--- src/logic/lualm_pkg.sv ---
// Package of constants and types for the line unit alarm and status block
package lualm_pkg;
  // ****************************************************************
  // Register map
  // ****************************************************************
  localparam logic [11:0] LUALM_OFF_CTRL = 12'h000;
  localparam logic [11:0] LUALM_OFF_STAT = 12'h004;
  localparam logic [11:0] LUALM_OFF_CNT = 12'h008;
  localparam int LUALM_CTRL_ALM_EN = 0;
  localparam int LUALM_CTRL_ES_LSB = 1;
  localparam int LUALM_CTRL_MG_LSB = 4;
  localparam logic [31:0] LUALM_CTRL_RESET = 32'h0000_0040;
  localparam logic [3:0] LUALM_MARGIN_DEFAULT = 4'h4;
  // ****************************************************************
  // Thresholds and timing
  // ****************************************************************
  localparam logic [1:0] LUALM_ES_NONE = 2'h0;
  localparam logic [1:0] LUALM_ES_17 = 2'h1;
  localparam logic [1:0] LUALM_ES_170 = 2'h2;
  localparam logic [15:0] LUALM_ES_LOW = 16'h0011;
  localparam logic [15:0] LUALM_ES_HIGH = 16'h00AA;
  localparam longint LUALM_CLK_HZ = 25000000;
  localparam longint LUALM_DAY_S = 86400;
  localparam longint LUALM_DAY_CYC = LUALM_CLK_HZ * LUALM_DAY_S;
  localparam longint LUALM_FLASH_MS = 500;
  localparam longint LUALM_FLASH_CYC = LUALM_CLK_HZ * LUALM_FLASH_MS / 1000;
  typedef enum logic [2:0] {
    LUALM_MSG_NONE, LUALM_MSG_SYNC, LUALM_MSG_LOCAL_SIGNAL_LOSS, LUALM_MSG_REMOTE_SIGNAL_LOSS,
    LUALM_MSG_ES1, LUALM_MSG_ES2, LUALM_MSG_BPV, LUALM_MSG_MARGIN
  } lualm_msg_t;
  typedef enum logic [1:0] {
    LUALM_LED_OFF, LUALM_LED_GREEN, LUALM_LED_RED, LUALM_LED_YELLOW
  } lualm_led_t;
endpackage

--- src/logic/lualm_top.sv ---
// Line unit alarm ranking, cut-off, status LED and AXI4-Lite registers
//
// Chosen here: the AXI4-Lite register port and the register addresses.
`timescale 1ns/10ps
`default_nettype none
module lualm_top
  import lualm_pkg::*;
#(
  parameter longint DAY_CYC = lualm_pkg::LUALM_DAY_CYC,
  parameter longint FLASH_CYC = lualm_pkg::LUALM_FLASH_CYC
)
(
  // Clock and reset
  input wire logic CLK_SYS,
  input wire logic RST_N,
  // AXI4-Lite slave
  input wire logic [11:0] S_AXI_AWADDR,
  input wire logic S_AXI_AWVALID,
  output logic S_AXI_AWREADY,
  input wire logic [31:0] S_AXI_WDATA,
  input wire logic [3:0] S_AXI_WSTRB,
  input wire logic S_AXI_WVALID,
  output logic S_AXI_WREADY,
  output logic [1:0] S_AXI_BRESP,
  output logic S_AXI_BVALID,
  input wire logic S_AXI_BREADY,
  input wire logic [11:0] S_AXI_ARADDR,
  input wire logic S_AXI_ARVALID,
  output logic S_AXI_ARREADY,
  output logic [31:0] S_AXI_RDATA,
  output logic [1:0] S_AXI_RRESP,
  output logic S_AXI_RVALID,
  input wire logic S_AXI_RREADY,
  // Line monitors
  input wire logic [1:0] SYNC_LOSS,
  input wire logic LOCAL_SIGNAL_LOSS,
  input wire logic REMOTE_SIGNAL_LOSS,
  input wire logic [1:0] ERRSEC_PULSE,
  input wire logic BIPOLAR_VIOLATION_LOCAL,
  input wire logic BIPOLAR_VIOLATION_REMOTE,
  input wire logic [3:0] LOOP1_MARGIN,
  input wire logic [3:0] LOOP2_MARGIN,
  input wire logic ACQUIRING,
  input wire logic SELF_TEST,
  input wire logic REMOTE_SIDE_LOOPBACK,
  input wire logic NETWORK_LOCAL_LOOPBACK,
  input wire logic FUSE_OPEN,
  input wire logic SELECT_PRESS,
  // Alarm and panel outputs
  output logic MINOR_ALARM_OUT_O,
  output logic MINOR_ALARM_OUT_OE,
  output logic FUSE_ALARM_OUT_O,
  output logic FUSE_ALARM_OUT_OE,
  output lualm_pkg::lualm_msg_t MSG_CODE,
  output logic MSG_CUTOFF,
  output lualm_pkg::lualm_led_t LED_COLOR
);
  import lualm_pkg::*;

  // ****************************************************************
  // Reset synchroniser and configuration
  // ****************************************************************
  logic [1:0] rst_sync_q;
  logic rst_n;
  always_ff @(posedge CLK_SYS or negedge RST_N)
    if (!RST_N)
      rst_sync_q <= 2'h0;
    else
      rst_sync_q <= {rst_sync_q[0], 1'b1};
  assign rst_n = rst_sync_q[1];

  logic [31:0] ctrl_q;
  logic alarm_output_enable;
  logic [1:0] errsec_threshold_setting;
  logic [3:0] margin_threshold_setting;
  assign alarm_output_enable = ctrl_q[LUALM_CTRL_ALM_EN];
  assign errsec_threshold_setting = ctrl_q[LUALM_CTRL_ES_LSB +: 2];
  assign margin_threshold_setting = ctrl_q[LUALM_CTRL_MG_LSB +: 4];

  // ****************************************************************
  // Daily counters
  // ****************************************************************
  logic [36:0] day_q;
  logic day_end;
  logic [15:0] es_cnt_q [2];
  logic [15:0] bpv_cnt_q;
  logic [15:0] es_limit;
  assign day_end = (day_q == 37'(DAY_CYC - 1));
  always_ff @(posedge CLK_SYS or negedge rst_n)
    if (!rst_n)
      day_q <= 37'h0;
    else if (day_end)
      day_q <= 37'h0;
    else
      day_q <= day_q + 37'h1;

  function automatic logic [15:0] sat_inc(input logic [15:0] v, input logic [1:0] n);
    sat_inc = (v > 16'hFFFD) ? 16'hFFFF : v + {14'h0, n};
  endfunction

  for (genvar i = 0; i < 2; i++)
  begin : g_es
    always_ff @(posedge CLK_SYS or negedge rst_n)
      if (!rst_n)
        es_cnt_q[i] <= 16'h0;
      else if (day_end)
        es_cnt_q[i] <= 16'h0;
      else if (ERRSEC_PULSE[i])
        es_cnt_q[i] <= sat_inc(es_cnt_q[i], 2'h1);
  end

  always_ff @(posedge CLK_SYS or negedge rst_n)
    if (!rst_n)
      bpv_cnt_q <= 16'h0;
    else if (day_end)
      bpv_cnt_q <= 16'h0;
    else
      bpv_cnt_q <= sat_inc(bpv_cnt_q,
        {1'b0, BIPOLAR_VIOLATION_LOCAL} + {1'b0, BIPOLAR_VIOLATION_REMOTE});

  always_comb
    unique case (errsec_threshold_setting)
      LUALM_ES_17: es_limit = LUALM_ES_LOW;
      LUALM_ES_170: es_limit = LUALM_ES_HIGH;
      default: es_limit = 16'hFFFF;
    endcase

  // ****************************************************************
  // Alarm conditions and ranking
  // ****************************************************************
  logic es_on;
  logic sync_loss_alarm;
  logic loop1_errsec_alarm;
  logic loop2_errsec_alarm;
  logic bpv_alarm;
  logic loop1_margin_alarm;
  logic loop2_margin_alarm;
  logic any_alarm;
  lualm_msg_t msg_d;
  assign es_on = (errsec_threshold_setting != LUALM_ES_NONE);
  assign sync_loss_alarm = |SYNC_LOSS;
  assign loop1_errsec_alarm = es_on && (es_cnt_q[0] > es_limit);
  assign loop2_errsec_alarm = es_on && (es_cnt_q[1] > es_limit);
  assign bpv_alarm = es_on && (bpv_cnt_q > es_limit);
  assign loop1_margin_alarm = LOOP1_MARGIN < margin_threshold_setting;
  assign loop2_margin_alarm = LOOP2_MARGIN < margin_threshold_setting;
  assign any_alarm = msg_d != LUALM_MSG_NONE;

  always_comb
  begin
    if (sync_loss_alarm)
      msg_d = LUALM_MSG_SYNC;
    else if (LOCAL_SIGNAL_LOSS)
      msg_d = LUALM_MSG_LOCAL_SIGNAL_LOSS;
    else if (REMOTE_SIGNAL_LOSS)
      msg_d = LUALM_MSG_REMOTE_SIGNAL_LOSS;
    else if (loop1_errsec_alarm)
      msg_d = LUALM_MSG_ES1;
    else if (loop2_errsec_alarm)
      msg_d = LUALM_MSG_ES2;
    else if (bpv_alarm)
      msg_d = LUALM_MSG_BPV;
    else if (loop1_margin_alarm || loop2_margin_alarm)
      msg_d = LUALM_MSG_MARGIN;
    else
      msg_d = LUALM_MSG_NONE;
  end

  // ****************************************************************
  // Message and cut-off
  // ****************************************************************
  logic cutoff_q;
  always_ff @(posedge CLK_SYS or negedge rst_n)
    if (!rst_n)
      MSG_CODE <= LUALM_MSG_NONE;
    else
      MSG_CODE <= msg_d;

  always_ff @(posedge CLK_SYS or negedge rst_n)
    if (!rst_n)
      cutoff_q <= 1'b0;
    else if (!alarm_output_enable)
      cutoff_q <= 1'b0;
    else if (msg_d != MSG_CODE)
      cutoff_q <= 1'b0;
    else if (SELECT_PRESS && any_alarm)
      cutoff_q <= 1'b1;
  assign MSG_CUTOFF = cutoff_q;

  // ****************************************************************
  // Alarm pins
  // ****************************************************************
  always_ff @(posedge CLK_SYS or negedge rst_n)
    if (!rst_n)
    begin
      MINOR_ALARM_OUT_OE <= 1'b0;
      FUSE_ALARM_OUT_OE <= 1'b0;
    end
    else
    begin
      MINOR_ALARM_OUT_OE <= any_alarm && alarm_output_enable
        && !(cutoff_q && msg_d == MSG_CODE) && !(SELECT_PRESS && msg_d == MSG_CODE);
      FUSE_ALARM_OUT_OE <= FUSE_OPEN;
    end
  assign MINOR_ALARM_OUT_O = 1'b0;
  assign FUSE_ALARM_OUT_O = 1'b0;

  // ****************************************************************
  // Status LED
  // ****************************************************************
  logic [31:0] flash_cnt_q;
  logic blink_q;
  always_ff @(posedge CLK_SYS or negedge rst_n)
    if (!rst_n)
    begin
      flash_cnt_q <= 32'h0;
      blink_q <= 1'b0;
    end
    else if (flash_cnt_q == 32'(FLASH_CYC - 1))
    begin
      flash_cnt_q <= 32'h0;
      blink_q <= ~blink_q;
    end
    else
      flash_cnt_q <= flash_cnt_q + 32'h1;

  always_ff @(posedge CLK_SYS or negedge rst_n)
    if (!rst_n)
      LED_COLOR <= LUALM_LED_OFF;
    else if (FUSE_OPEN)
      LED_COLOR <= LUALM_LED_RED;
    else if (any_alarm)
      LED_COLOR <= blink_q ? LUALM_LED_RED : LUALM_LED_OFF;
    else if (SELF_TEST || REMOTE_SIDE_LOOPBACK || NETWORK_LOCAL_LOOPBACK)
      LED_COLOR <= LUALM_LED_YELLOW;
    else if (ACQUIRING)
      LED_COLOR <= blink_q ? LUALM_LED_GREEN : LUALM_LED_OFF;
    else
      LED_COLOR <= LUALM_LED_GREEN;

  // ****************************************************************
  // AXI4-Lite slave
  // ****************************************************************
  logic aw_q;
  logic w_q;
  logic [11:0] awaddr_q;
  logic [31:0] wdata_q;
  logic [3:0] wstrb_q;
  logic do_wr;
  assign S_AXI_AWREADY = !aw_q && !S_AXI_BVALID;
  assign S_AXI_WREADY = !w_q && !S_AXI_BVALID;
  assign do_wr = aw_q && w_q;
  always_ff @(posedge CLK_SYS or negedge rst_n)
    if (!rst_n)
    begin
      aw_q <= 1'b0;
      w_q <= 1'b0;
      awaddr_q <= 12'h0;
      wdata_q <= 32'h0;
      wstrb_q <= 4'h0;
      S_AXI_BVALID <= 1'b0;
      S_AXI_BRESP <= 2'h0;
    end
    else
    begin
      if (S_AXI_AWVALID && S_AXI_AWREADY)
      begin
        aw_q <= 1'b1;
        awaddr_q <= S_AXI_AWADDR;
      end
      if (S_AXI_WVALID && S_AXI_WREADY)
      begin
        w_q <= 1'b1;
        wdata_q <= S_AXI_WDATA;
        wstrb_q <= S_AXI_WSTRB;
      end
      if (do_wr)
      begin
        aw_q <= 1'b0;
        w_q <= 1'b0;
        S_AXI_BVALID <= 1'b1;
        S_AXI_BRESP <= (awaddr_q[11:2] == LUALM_OFF_CTRL[11:2]) ? 2'h0 : 2'h2;
      end
      else if (S_AXI_BREADY)
        S_AXI_BVALID <= 1'b0;
    end

  always_ff @(posedge CLK_SYS or negedge rst_n)
    if (!rst_n)
      ctrl_q <= LUALM_CTRL_RESET;
    else if (do_wr && awaddr_q[11:2] == LUALM_OFF_CTRL[11:2])
      for (int b = 0; b < 4; b++)
        if (wstrb_q[b])
          ctrl_q[b*8 +: 8] <= wdata_q[b*8 +: 8] & 8'(32'h0000_007F >> (b*8));

  assign S_AXI_ARREADY = !S_AXI_RVALID;
  always_ff @(posedge CLK_SYS or negedge rst_n)
    if (!rst_n)
    begin
      S_AXI_RVALID <= 1'b0;
      S_AXI_RDATA <= 32'h0;
      S_AXI_RRESP <= 2'h0;
    end
    else if (S_AXI_ARVALID && S_AXI_ARREADY)
    begin
      S_AXI_RVALID <= 1'b1;
      S_AXI_RRESP <= 2'h0;
      unique case (S_AXI_ARADDR[11:2])
        LUALM_OFF_CTRL[11:2]: S_AXI_RDATA <= ctrl_q;
        LUALM_OFF_STAT[11:2]: S_AXI_RDATA <= {19'h0, FUSE_OPEN, LED_COLOR, cutoff_q,
          MINOR_ALARM_OUT_OE, MSG_CODE, loop2_margin_alarm, loop1_margin_alarm,
          bpv_alarm, loop2_errsec_alarm, loop1_errsec_alarm};
        LUALM_OFF_CNT[11:2]: S_AXI_RDATA <= {bpv_cnt_q, es_cnt_q[0][7:0], es_cnt_q[1][7:0]};
        default:
        begin
          S_AXI_RDATA <= 32'h0;
          S_AXI_RRESP <= 2'h2;
        end
      endcase
    end
    else if (S_AXI_RREADY)
      S_AXI_RVALID <= 1'b0;

  // ****************************************************************
  // Assertions
  // ****************************************************************
  property p_sync_top;
    @(posedge CLK_SYS) disable iff (!rst_n) sync_loss_alarm |=> MSG_CODE == LUALM_MSG_SYNC;
  endproperty
  a_sync_top: assert property (p_sync_top) else $error("sync loss not shown");
  property p_local_signal_loss;
    @(posedge CLK_SYS) disable iff (!rst_n)
      (!sync_loss_alarm && LOCAL_SIGNAL_LOSS) |=> MSG_CODE == LUALM_MSG_LOCAL_SIGNAL_LOSS;
  endproperty
  a_local_signal_loss: assert property (p_local_signal_loss) else $error("local loss rank wrong");
  property p_rank;
    @(posedge CLK_SYS) disable iff (!rst_n)
      (!sync_loss_alarm && !LOCAL_SIGNAL_LOSS && REMOTE_SIGNAL_LOSS)
        |=> MSG_CODE == LUALM_MSG_REMOTE_SIGNAL_LOSS;
  endproperty
  a_rank: assert property (p_rank) else $error("remote loss rank wrong");
  property p_dis_off;
    @(posedge CLK_SYS) disable iff (!rst_n) !alarm_output_enable |=> !MINOR_ALARM_OUT_OE;
  endproperty
  a_dis_off: assert property (p_dis_off) else $error("alarm driven while disabled");
  property p_dis_aco;
    @(posedge CLK_SYS) disable iff (!rst_n) !alarm_output_enable |=> !cutoff_q;
  endproperty
  a_dis_aco: assert property (p_dis_aco) else $error("cut-off kept while disabled");
  property p_fuse;
    @(posedge CLK_SYS) disable iff (!rst_n)
      FUSE_OPEN |=> FUSE_ALARM_OUT_OE && LED_COLOR == LUALM_LED_RED;
  endproperty
  a_fuse: assert property (p_fuse) else $error("fuse alarm missing");
  property p_drive;
    @(posedge CLK_SYS) disable iff (!rst_n)
      (any_alarm && alarm_output_enable && !cutoff_q && !SELECT_PRESS) |=> MINOR_ALARM_OUT_OE;
  endproperty
  a_drive: assert property (p_drive) else $error("minor alarm not grounded");
  property p_es_none;
    @(posedge CLK_SYS) disable iff (!rst_n)
      (errsec_threshold_setting == LUALM_ES_NONE) |-> !loop1_errsec_alarm && !bpv_alarm;
  endproperty
  a_es_none: assert property (p_es_none) else $error("errored alarm with none");
  c_cutoff: cover property (@(posedge CLK_SYS) disable iff (!rst_n) $rose(cutoff_q));
  c_es1: cover property (@(posedge CLK_SYS) disable iff (!rst_n) loop1_errsec_alarm);
  c_margin: cover property (@(posedge CLK_SYS) disable iff (!rst_n)
    MSG_CODE == LUALM_MSG_MARGIN);
endmodule
`default_nettype wire

--- config.mk ---
export PLATFORM = sky130hd
export DESIGN_NAME = lualm_top
export DESIGN_NICKNAME = d
export VERILOG_FILES = /design/src/logic/lualm_pkg.sv /design/src/logic/lualm_top.sv
export SDC_FILE = /design/constraint.sdc
export NUM_CORES = 1
export LEC_CHECK = 0
export CAP_MARGIN = 10
export CORE_MARGIN = 2
export CORE_UTILIZATION = 54
export CTS_CLUSTER_SIZE = 40
export DETAILED_ROUTE_END_ITERATION = 12
export DONT_BUFFER_PORTS = 1
export GPL_ROUTABILITY_DRIVEN = 1
export MAX_ROUTING_LAYER = met4
export PLACE_DENSITY = 0.72
export SLEW_MARGIN = 0
export SYNTH_ARGS = -nofsm -noshare
export SYNTH_HDL_FRONTEND = slang
export SYNTH_SLANG_ARGS = --single-unit
export TNS_END_PERCENT = 10
--- constraint.sdc ---
create_clock -name CLK_SYS -period 5.5 [get_ports CLK_SYS]
set_clock_uncertainty 0.1 [all_clocks]
set_input_delay 0.825 -clock CLK_SYS [delete_from_list [all_inputs] [get_ports CLK_SYS]]
set_output_delay 0.825 -clock CLK_SYS [all_outputs]
set_load 0.005 [all_outputs]
==> results of run 1 <==
[logic make-up after synthesis]
| group | count (synthesis) | synth area share |
|---|---|---|
| buffers and inverters | 69 | 0.0284 |
| xor gates and xnor gates | 81 | 0.0692 |
| other | 2 | 0.000733 |
| DFF | 191 | 0.466 |
| muxes | 34 | 0.0362 |
| and+or+nand+nor | 443 | 0.215 |
| adders and majority gates | 56 | 0.0691 |
| AOI/OAI and AO/OA | 184 | 0.115 |
[worst min path at each step]
stage                        from  slack, ps            end
floorplan           rst_sync_q[0]        230  rst_sync_q[1]
global placement    rst_sync_q[0]        240  rst_sync_q[1]
detailed placement  rst_sync_q[0]        240  rst_sync_q[1]
CTS                 rst_sync_q[0]        260  rst_sync_q[1]
global route        rst_sync_q[0]        280  rst_sync_q[1]
finish              rst_sync_q[0]        260  rst_sync_q[1]
[where the power goes]
group | switching, mW | internal, mW
sequential | 0.269 | 1.58
clock | 0.557 | 0.692
combinational | 0.311 | 0.305
[sequential cells by signal, indices dropped and copies added (netlist names), 2 cells and up]
name / flops
flash_cnt_q: 32
wdata_q: 7
day_q: 37
LED_COLOR: 2
S_AXI_RDATA: 32
bpv_cnt_q: 16
ctrl_q: 7
es_cnt_q: 32
rst_sync_q: 2
MSG_CODE: 3
awaddr_q: 10
[layout make-up]
class | count | area share
sequential | 191 | 0.433
inverter | 28 | 0.00952
timing repair buffer | 8 | 0.00567
clock inverter | 13 | 0.0137
tap | 234 | 0.0265
clock buffer | 19 | 0.0401
multi-input combinational | 803 | 0.471
[routing by layer]
layer / track usage / vias to the layer above / wire length [µm]
met5: - / - / 0
met4: 0.0768 / 0 / 386
met3: 0.0415 / 32 / 1010
met2: 0.328 / 215 / 9350
met1: 0.310 / 3662 / 10100
li1: - / 3745 / -
[repair_timing]
item	in CTS	in global routing
endpoints found under the hold margin	2	0
hold buffers	1	0
setup endpoints to repair	0	0
setup buffers	0	0
[synth_stat cells, drive strengths merged, types with 7 or more instances]
cell type,n
dfrtp,190
clkbuf,30
nand3,52
nor3,26
buf,11
nand4,33
a21o,7
and3,22
nand2b,8
xnor2,40
nand2,128
mux2i,9
xor2,41
nor4,14
a311oi,10
o21a,11
o21ai,45
a31oi,7
and4,10
a22oi,9
nor2,100
a211oi,11
and2,8
ha,55
inv,28
a21oi,54
nor2b,11
mux2,25
[metrics by stage]
stage               power (mW)  worst slack (ps)  instance area, µm²  utilization
finish                    3.72              1330               11000        0.592
floorplan                 2.32              2040               10300            -
CTS                       3.74              1410               11000        0.592
global route              3.93              1060               11000        0.592
detailed placement        2.48              1450               10400        0.560
global placement          2.46              1540               10400        0.560
==> impl_metrics.yaml, run 1 <==
setup_path:
  reg2reg_from: "ctrl_q[1]"
  path_class: "register to register"
  critPathRequiredTime_ps: 5770
  critical_path.max_stage_delay_ps: 650
  crit_chain: "inv_1 > ha_1 > ha_1 > nand4_1 > nor4_2 > o21ai_0 > a31oi_1 > a2bb2oi_1 > and4bb_1 > a211oi_1 > o311a_1"
  cp_max_fo: 21
  worst_ep_arrival_time_ps: 4440
  cpMostUsedCell: "ha_1"
  crit_start: "ctrl_q[1]"
  path_depth: 11
  cp_slowest_cell: "ha_1"
  rr_endpoint: "MINOR_ALARM_OUT_OE"
  endpoint: "MINOR_ALARM_OUT_OE"
  r2r_cells: 11
  cp-start-kind: "register"
  critical-path-top-delay-family: "compound AO/OA/AOI/OAI gates"
  path_buf_inv: 1
  rrSetupSlack_ps: 1330
  end_kind: "register"
route:
  ant_nets: 0
  drt_pass1_iterations: 5
  vias_per_cell: 5.91
  drt-total-wl_um: 20900
  drc_errors: 0
  wl_per_cell_um: 16.1
  via_count: 7654
  drt_iter0_markers: 543
clock_tree:
  htreeDepth: 4
  ctsResizeCount: 0
  cts_inserted_buffers: 17
  clkTransAtPathRegs_ps: 70
  clock-root-buffer: "clkbuf_16"
  clockBufferDepth: 2
  cts_tree: "built"
  clock_sinks: 191
  worstSkewPairLatency_ps: 430
pwr:
  pwr_density_cell_nw_per_um2: 337
  leakage_nw: 4.90
  peakVddDrop_mv: 0.255
status:
  outcome: "finished clean"
timing:
  setup_viol: 0
  min_period_ps: 4170
  grt_setup_unrepaired: "no"
  slew_headroom: 0.320
  max_freq_ghz: 0.240
  drv_slew: 0
  fin_setup_tns_ps: 0
  worst_pin_slew_ps: 1020
  hold_violations: 0
  whs_ps: 263
  period_share: 0.758
grt:
  grt_overflow: 0
  antenna_found_initial: 0
  grt_pass1_vias: 7280
  grt_max_degree: 81
  grt_pass1_wl_um: 35500
  grt_usage: 0.222
floorplan:
  start_util: 0.550
  boundaryPins: 140
  coreArea_um2: 18600
  die_area_um2: 20100
  die_h_um: 142
  chipWidth_um: 142
  num_rows: 50
finish:
  multi_input_area_um2: 5200
  final_common_cell: "dfrtp_1"
  drive_gt1_frac: 0.0734
  nets: 1194
  layout.cells.non_filler: 1296
  layout_common_cells: "189 x dfrtp_1, 128 x nand2_1, 100 x nor2_1, 55 x ha_1, 54 x a21oi_1"
  syn_to_final_growth_pct: 7.69
  seq_area_um2: 4780
  n_antenna_cell: 0
  num-fill-cells: 1594
synthesis:
  synth.area.top_cells: "dfrtp_1 46%, ha_1 6.7%, nand2_1 4.7%"
  async_flop_share: 1.00
  synthFlopType: "dfrtp_1"
  syn_area_per_cell_um2: 9.67
  syn_area_um2: 10300
  yosysWarnings: 0
  yosysTopAreaCell: "dfrtp_1"
  ys_types: 67
  yosysTopAreaCellShare: 0.464
  netlist_instances: 1060
  seq_area_frac_synth: 0.466
  synth_seq_cells: 191
  synth_edf_count: 0
placed_design:
  io_buffers: 0
  dp.cells: 1263
  gp_congestion: 0.908
  dp_hpwl_um: 14500
run:
  maxCapViolations: 0
hold_path:
  hold_depth: 0
  hold_path_class: "register to register"
(Power assumes the default switching activity.)
==> inputs of run 2 (changes only) <==
- PLACE_DENSITY: 0.72 -> 0.69
- clock period: 5.5 -> 4.06 ns (I/O delays scaled with it)
==> impl_metrics.yaml, run 2 (same netlist as run 1, synthesis figures left out) <==
grt:
  antenna_found_initial: 0
  grt_overflow: 0
  grt_pass1_vias: 7327
  grt_usage: 0.222
  grt_pass1_wl_um: 35300
  grt_max_degree: 117
finish:
  num-fill-cells: 1578
  syn_to_final_growth_pct: 7.74
  final_common_cell: "dfrtp_1"
  fin_util: 0.592
  nets: 1198
  top_register: "day_q"
  drive_gt1_frac: 0.0779
  layout_common_cells: "189 x dfrtp_1, 128 x nand2_1, 100 x nor2_1, 55 x ha_1, 54 x a21oi_1"
  largest_reg_flops: 37
  n_antenna_cell: 0
  multi_input_area_um2: 5200
  seq_area_um2: 4780
timing:
  period_share: 0.925
  min_period_ps: 3760
  layout_setup_ws_ps: 303
  fin_setup_tns_ps: 0
  drv_slew: 0
  setup_viol: 0
  max_freq_ghz: 0.266
  slew_headroom: 0.451
  worst_pin_slew_ps: 816
  grt_setup_unrepaired: "no"
  hold_violations: 0
route:
  drt_pass1_iterations: 5
  ant_nets: 0
  drt_iter0_markers: 362
  drc_errors: 0
  via_count: 7613
  wl_per_cell_um: 16.0
  drt-total-wl_um: 20800
  vias_per_cell: 5.86
status:
  outcome: "finished clean"
clock_tree:
  post_cts_buffers: 0
  clkTransAtPathRegs_ps: 70
  ctsResizeCount: 0
  worstSkewPairLatency_ps: 440
  clock-root-buffer: "clkbuf_16"
  ctsHoldBuffers: 1
  htreeDepth: 4
  clockBufferDepth: 2
  clock_sinks: 191
  cts_inserted_buffers: 17
  cts_tree: "built"
hold_path:
  hold_path_class: "input pin to register"
setup_path:
  critPathRequiredTime_ps: 4340
  cp_max_fo: 18
  end_kind: "register"
  cp-start-kind: "register"
  worst_ep_arrival_time_ps: 4040
  path_class: "register to register"
floorplan:
  coreArea_um2: 18600
  die_h_um: 142
  boundaryPins: 140
  start_util: 0.550
  num_rows: 50
  chipWidth_um: 142
  die_area_um2: 20100
pwr:
  peakVddDrop_mv: 0.338
  pwr_density_cell_nw_per_um2: 448
  leakage_nw: 4.92
run:
  maxCapViolations: 0
placed_design:
  dp_hpwl_um: 14700
  post-place-ws_ps: 384
  io_buffers: 0
  gp_congestion: 0.909
## run 2: changes by cell type in the layout (fill, tap and decap cells not counted), moves of 2 or more
cell,delta
inv_8,+3
clkinv_4,+2
buf_4,+3
bufinv_16,-2
## run 2: power by group
| part | internal, mW | switching (mW) | leakage [nW] | total (mW) |
|---|---|---|---|---|
| registers | 2.14 | 0.356 | 2.50 | 2.50 |
| logic | 0.416 | 0.426 | 2.14 | 0.842 |
| clock network | 0.807 | 0.797 | 0.272 | 1.60 |
| total | 3.37 | 1.58 | 4.92 | 4.94 |
## run 2: layer usage
metal  track usage  part of all wire
met4        0.0611             0.016
met2         0.343              0.45
met5             -                 0
met1         0.302              0.48
met3        0.0449             0.048
## run 2: layout make-up
class / count / share of cell area
Clock buffer: 17 / 0.0385
Multi-Input combinational cell: 803 / 0.471
Inverter: 28 / 0.00952
Clock inverter: 15 / 0.0119
Sequential cell: 191 / 0.433
Tap cell: 234 / 0.0265
Timing Repair Buffer: 12 / 0.00952
## run 2: path summary, 6_finish.rpt
kind                            slack, ps                 end  cells past startpoint           from
worst max-delay path                  300  MINOR_ALARM_OUT_OE                     12      ctrl_q[1]
worst min-delay path                  100   FUSE_ALARM_OUT_OE                      0      FUSE_OPEN
worst max register to register        300  MINOR_ALARM_OUT_OE                     12      ctrl_q[1]
worst min register to register        250           day_q[20]                      0  rst_sync_q[1]
max in group asynchronous            2570     S_AXI_RDATA[19]                      1  rst_sync_q[1]
min in group asynchronous             250           day_q[20]                      0  rst_sync_q[1]
## run 2: critical path: stages (launching register included)
cell and delay, ps:
dfrtp_1 430, inv_1 120, ha_1 320, buf_4 210, ha_1 330, and4_1 200
and3_1 230, nand3_1 90, o311ai_1 580, nand2_1 280, and4bb_1 290, a211oi_1 320
o311a_1 190
## run 2: metrics by stage
step / instance area, µm² / instances / hold slack [ps] / total power [mW]
after CTS: 11000 / 1300 / 83.3 / 4.99
after detailed placement: 10500 / 1267 / 213 / 3.37
after floorplan: 10300 / 1063 / 213 / 3.14
after global placement: 10500 / 1267 / 213 / 3.33
final: 11000 / 1300 / 96.9 / 4.94
after global routing: 11000 / 1300 / 80.5 / 5.23
==> inputs of run 3 (changes only) <==
--- a/config.mk
+++ b/config.mk
@@ -16,3 +16,2 @@
 export PLACE_DENSITY = 0.69
-export SLEW_MARGIN = 0
 export SYNTH_ARGS = -nofsm -noshare
==> constraint.sdc (replaced) <==
create_clock -name CLK_SYS -period 4.06 [get_ports CLK_SYS]
set_clock_uncertainty 0.1 [all_clocks]
set_input_delay 0.406 -clock CLK_SYS [delete_from_list [all_inputs] [get_ports CLK_SYS]]
set_output_delay 0.406 -clock CLK_SYS [all_outputs]
set_load 0.005 [all_outputs]
==> impl_metrics.yaml, run 3 (same netlist as run 1, synthesis figures left out) <==
status:
  outcome: "finished clean"
placed_design:
  dp_hpwl_um: 15100
  dp.cells: 1267
  post-place-ws_ps: 107
  io_buffers: 0
  gp_congestion: 0.910
run:
  maxCapViolations: 0
route:
  ant_nets: 0
  drt_pass1_iterations: 5
  drc_errors: 0
  via_count: 7662
  drt-total-wl_um: 21600
  wl_per_cell_um: 16.5
  drt_iter0_markers: 499
  vias_per_cell: 5.86
setup_path:
  worst_ep_arrival_time_ps: 4070
  path_buf_inv: 2
  cp-start-kind: "register"
  cp_max_fo: 18
  crit_chain: "inv_1 > ha_2 > buf_4 > ha_1 > and3_1 > a221o_1 > a221oi_1 > o311ai_2 > nand2_1 > and4bb_1 > a211oi_1 > o311a_1"
  path_class: "register to register"
  critical_path.max_stage_delay_ps: 490
  cp_slowest_cell: "ha_2"
  end_kind: "register"
  critical-path-top-delay-family: "compound AO/OA/AOI/OAI gates"
  critPathRequiredTime_ps: 4280
finish:
  seq_area_um2: 4780
  n_antenna_cell: 0
  layout_common_cells: "189 x dfrtp_1, 128 x nand2_1, 100 x nor2_1, 54 x a21oi_1, 54 x ha_1"
  layout.cells.non_filler: 1307
  multi_input_area_um2: 5210
  fin_util: 0.601
  final_common_cell: "dfrtp_1"
  num-fill-cells: 1555
  syn_to_final_growth_pct: 9.24
  nets: 1205
  drive_gt1_frac: 0.0792
  top_register: "day_q"
  largest_reg_flops: 37
floorplan:
  start_util: 0.550
  boundaryPins: 140
  coreArea_um2: 18600
  die_area_um2: 20100
  die_h_um: 142
  num_rows: 50
  chipWidth_um: 142
grt:
  grt_pass1_vias: 7417
  grt_overflow: 0
  antenna_found_initial: 0
  grt_max_degree: 61
  grt_usage: 0.227
  grt_pass1_wl_um: 36200
clock_tree:
  clkTransAtPathRegs_ps: 70
  cts_inserted_buffers: 17
  htreeDepth: 4
  cts_tree: "built"
  post_cts_buffers: 0
  worstSkewPairLatency_ps: 430
  clockBufferDepth: 2
  clock-root-buffer: "clkbuf_16"
  clock_sinks: 191
pwr:
  peakVddDrop_mv: 0.357
  power.total_mw: 5.13
  pwr_density_cell_nw_per_um2: 458
  leakage_nw: 4.98
timing:
  period_share: 0.950
  worst_pin_slew_ps: 901
  grt_setup_unrepaired: "no"
  min_period_ps: 3860
  max_freq_ghz: 0.259
  slew_headroom: 0.393
  drv_slew: 0
  fin_setup_tns_ps: 0
  hold_violations: 0
  layout_setup_ws_ps: 204
  setup_viol: 0
hold_path:
  hold_path_class: "input pin to register"
-- run 3: through the flow --
| stage | hold slack (ps) | cell area (µm²) |
|---|---|---|
| final | 17.2 | 11200 |
| after global routing | 1.94 | 11200 |
| after CTS | 6.16 | 11200 |
| after detailed placement | 10.5 | 10500 |
| after global placement | 10.5 | 10500 |
| after floorplan | 10.4 | 10300 |
-- run 3: layout make-up --
class / instances / share of cell area
clock inverters: 14 / 0.0160
repair buffers: 19 / 0.0168
inverters: 28 / 0.00938
multi-input cells: 803 / 0.465
clock buffers: 18 / 0.0392
flip-flops and latches: 191 / 0.427
well taps: 234 / 0.0261
-- run 3: final timing paths --
path / from / to / slack (ps) / cells past startpoint
max in group asynchronous: rst_sync_q[1] / day_q[31] / 2580 / 1
worst min register to register: rst_sync_q[0] / rst_sync_q[1] / 250 / 0
worst min-delay path: S_AXI_WDATA[4] / wdata_q[4] / 20 / 1
worst max-delay path: ctrl_q[2] / MINOR_ALARM_OUT_OE / 200 / 12
min in group asynchronous: RST_N / rst_sync_q[1] / 100 / 1
worst max register to register: ctrl_q[2] / MINOR_ALARM_OUT_OE / 200 / 12
-- run 3: where the power goes --
part	internal (mW)	switching (mW)	total [mW]	leakage [nW]
clock	0.999	0.765	1.76	0.300
combinational	0.421	0.435	0.856	2.18
sequential	2.14	0.366	2.51	2.50
total	3.56	1.57	5.13	4.98
-- run 3: worst register-to-register path, delay by kind of cell, from the launching register on --
family	cells	cell delay, ps
flip-flops	1	400
AND/OR/NAND/NOR	3	630
buffers and inverters	2	410
adder cells (fa/ha/maj)	2	790
AO/OA/AOI/OAI	5	1410
-- run 3: timing repair --
action,in CTS,in global routing
hold buffers,8,0
gates resized for setup,0,2
endpoints found under the hold margin,10,0
setup endpoints to repair,0,3
-- run 3: per-layer routing --
metal / vias up / GRT usage / part of all wire
met5: - / - / 0
met4: 0 / 0.0663 / 0.017
met3: 27 / 0.0398 / 0.043
met2: 186 / 0.348 / 0.46
met1: 3682 / 0.313 / 0.48
li1: 3767 / - / -
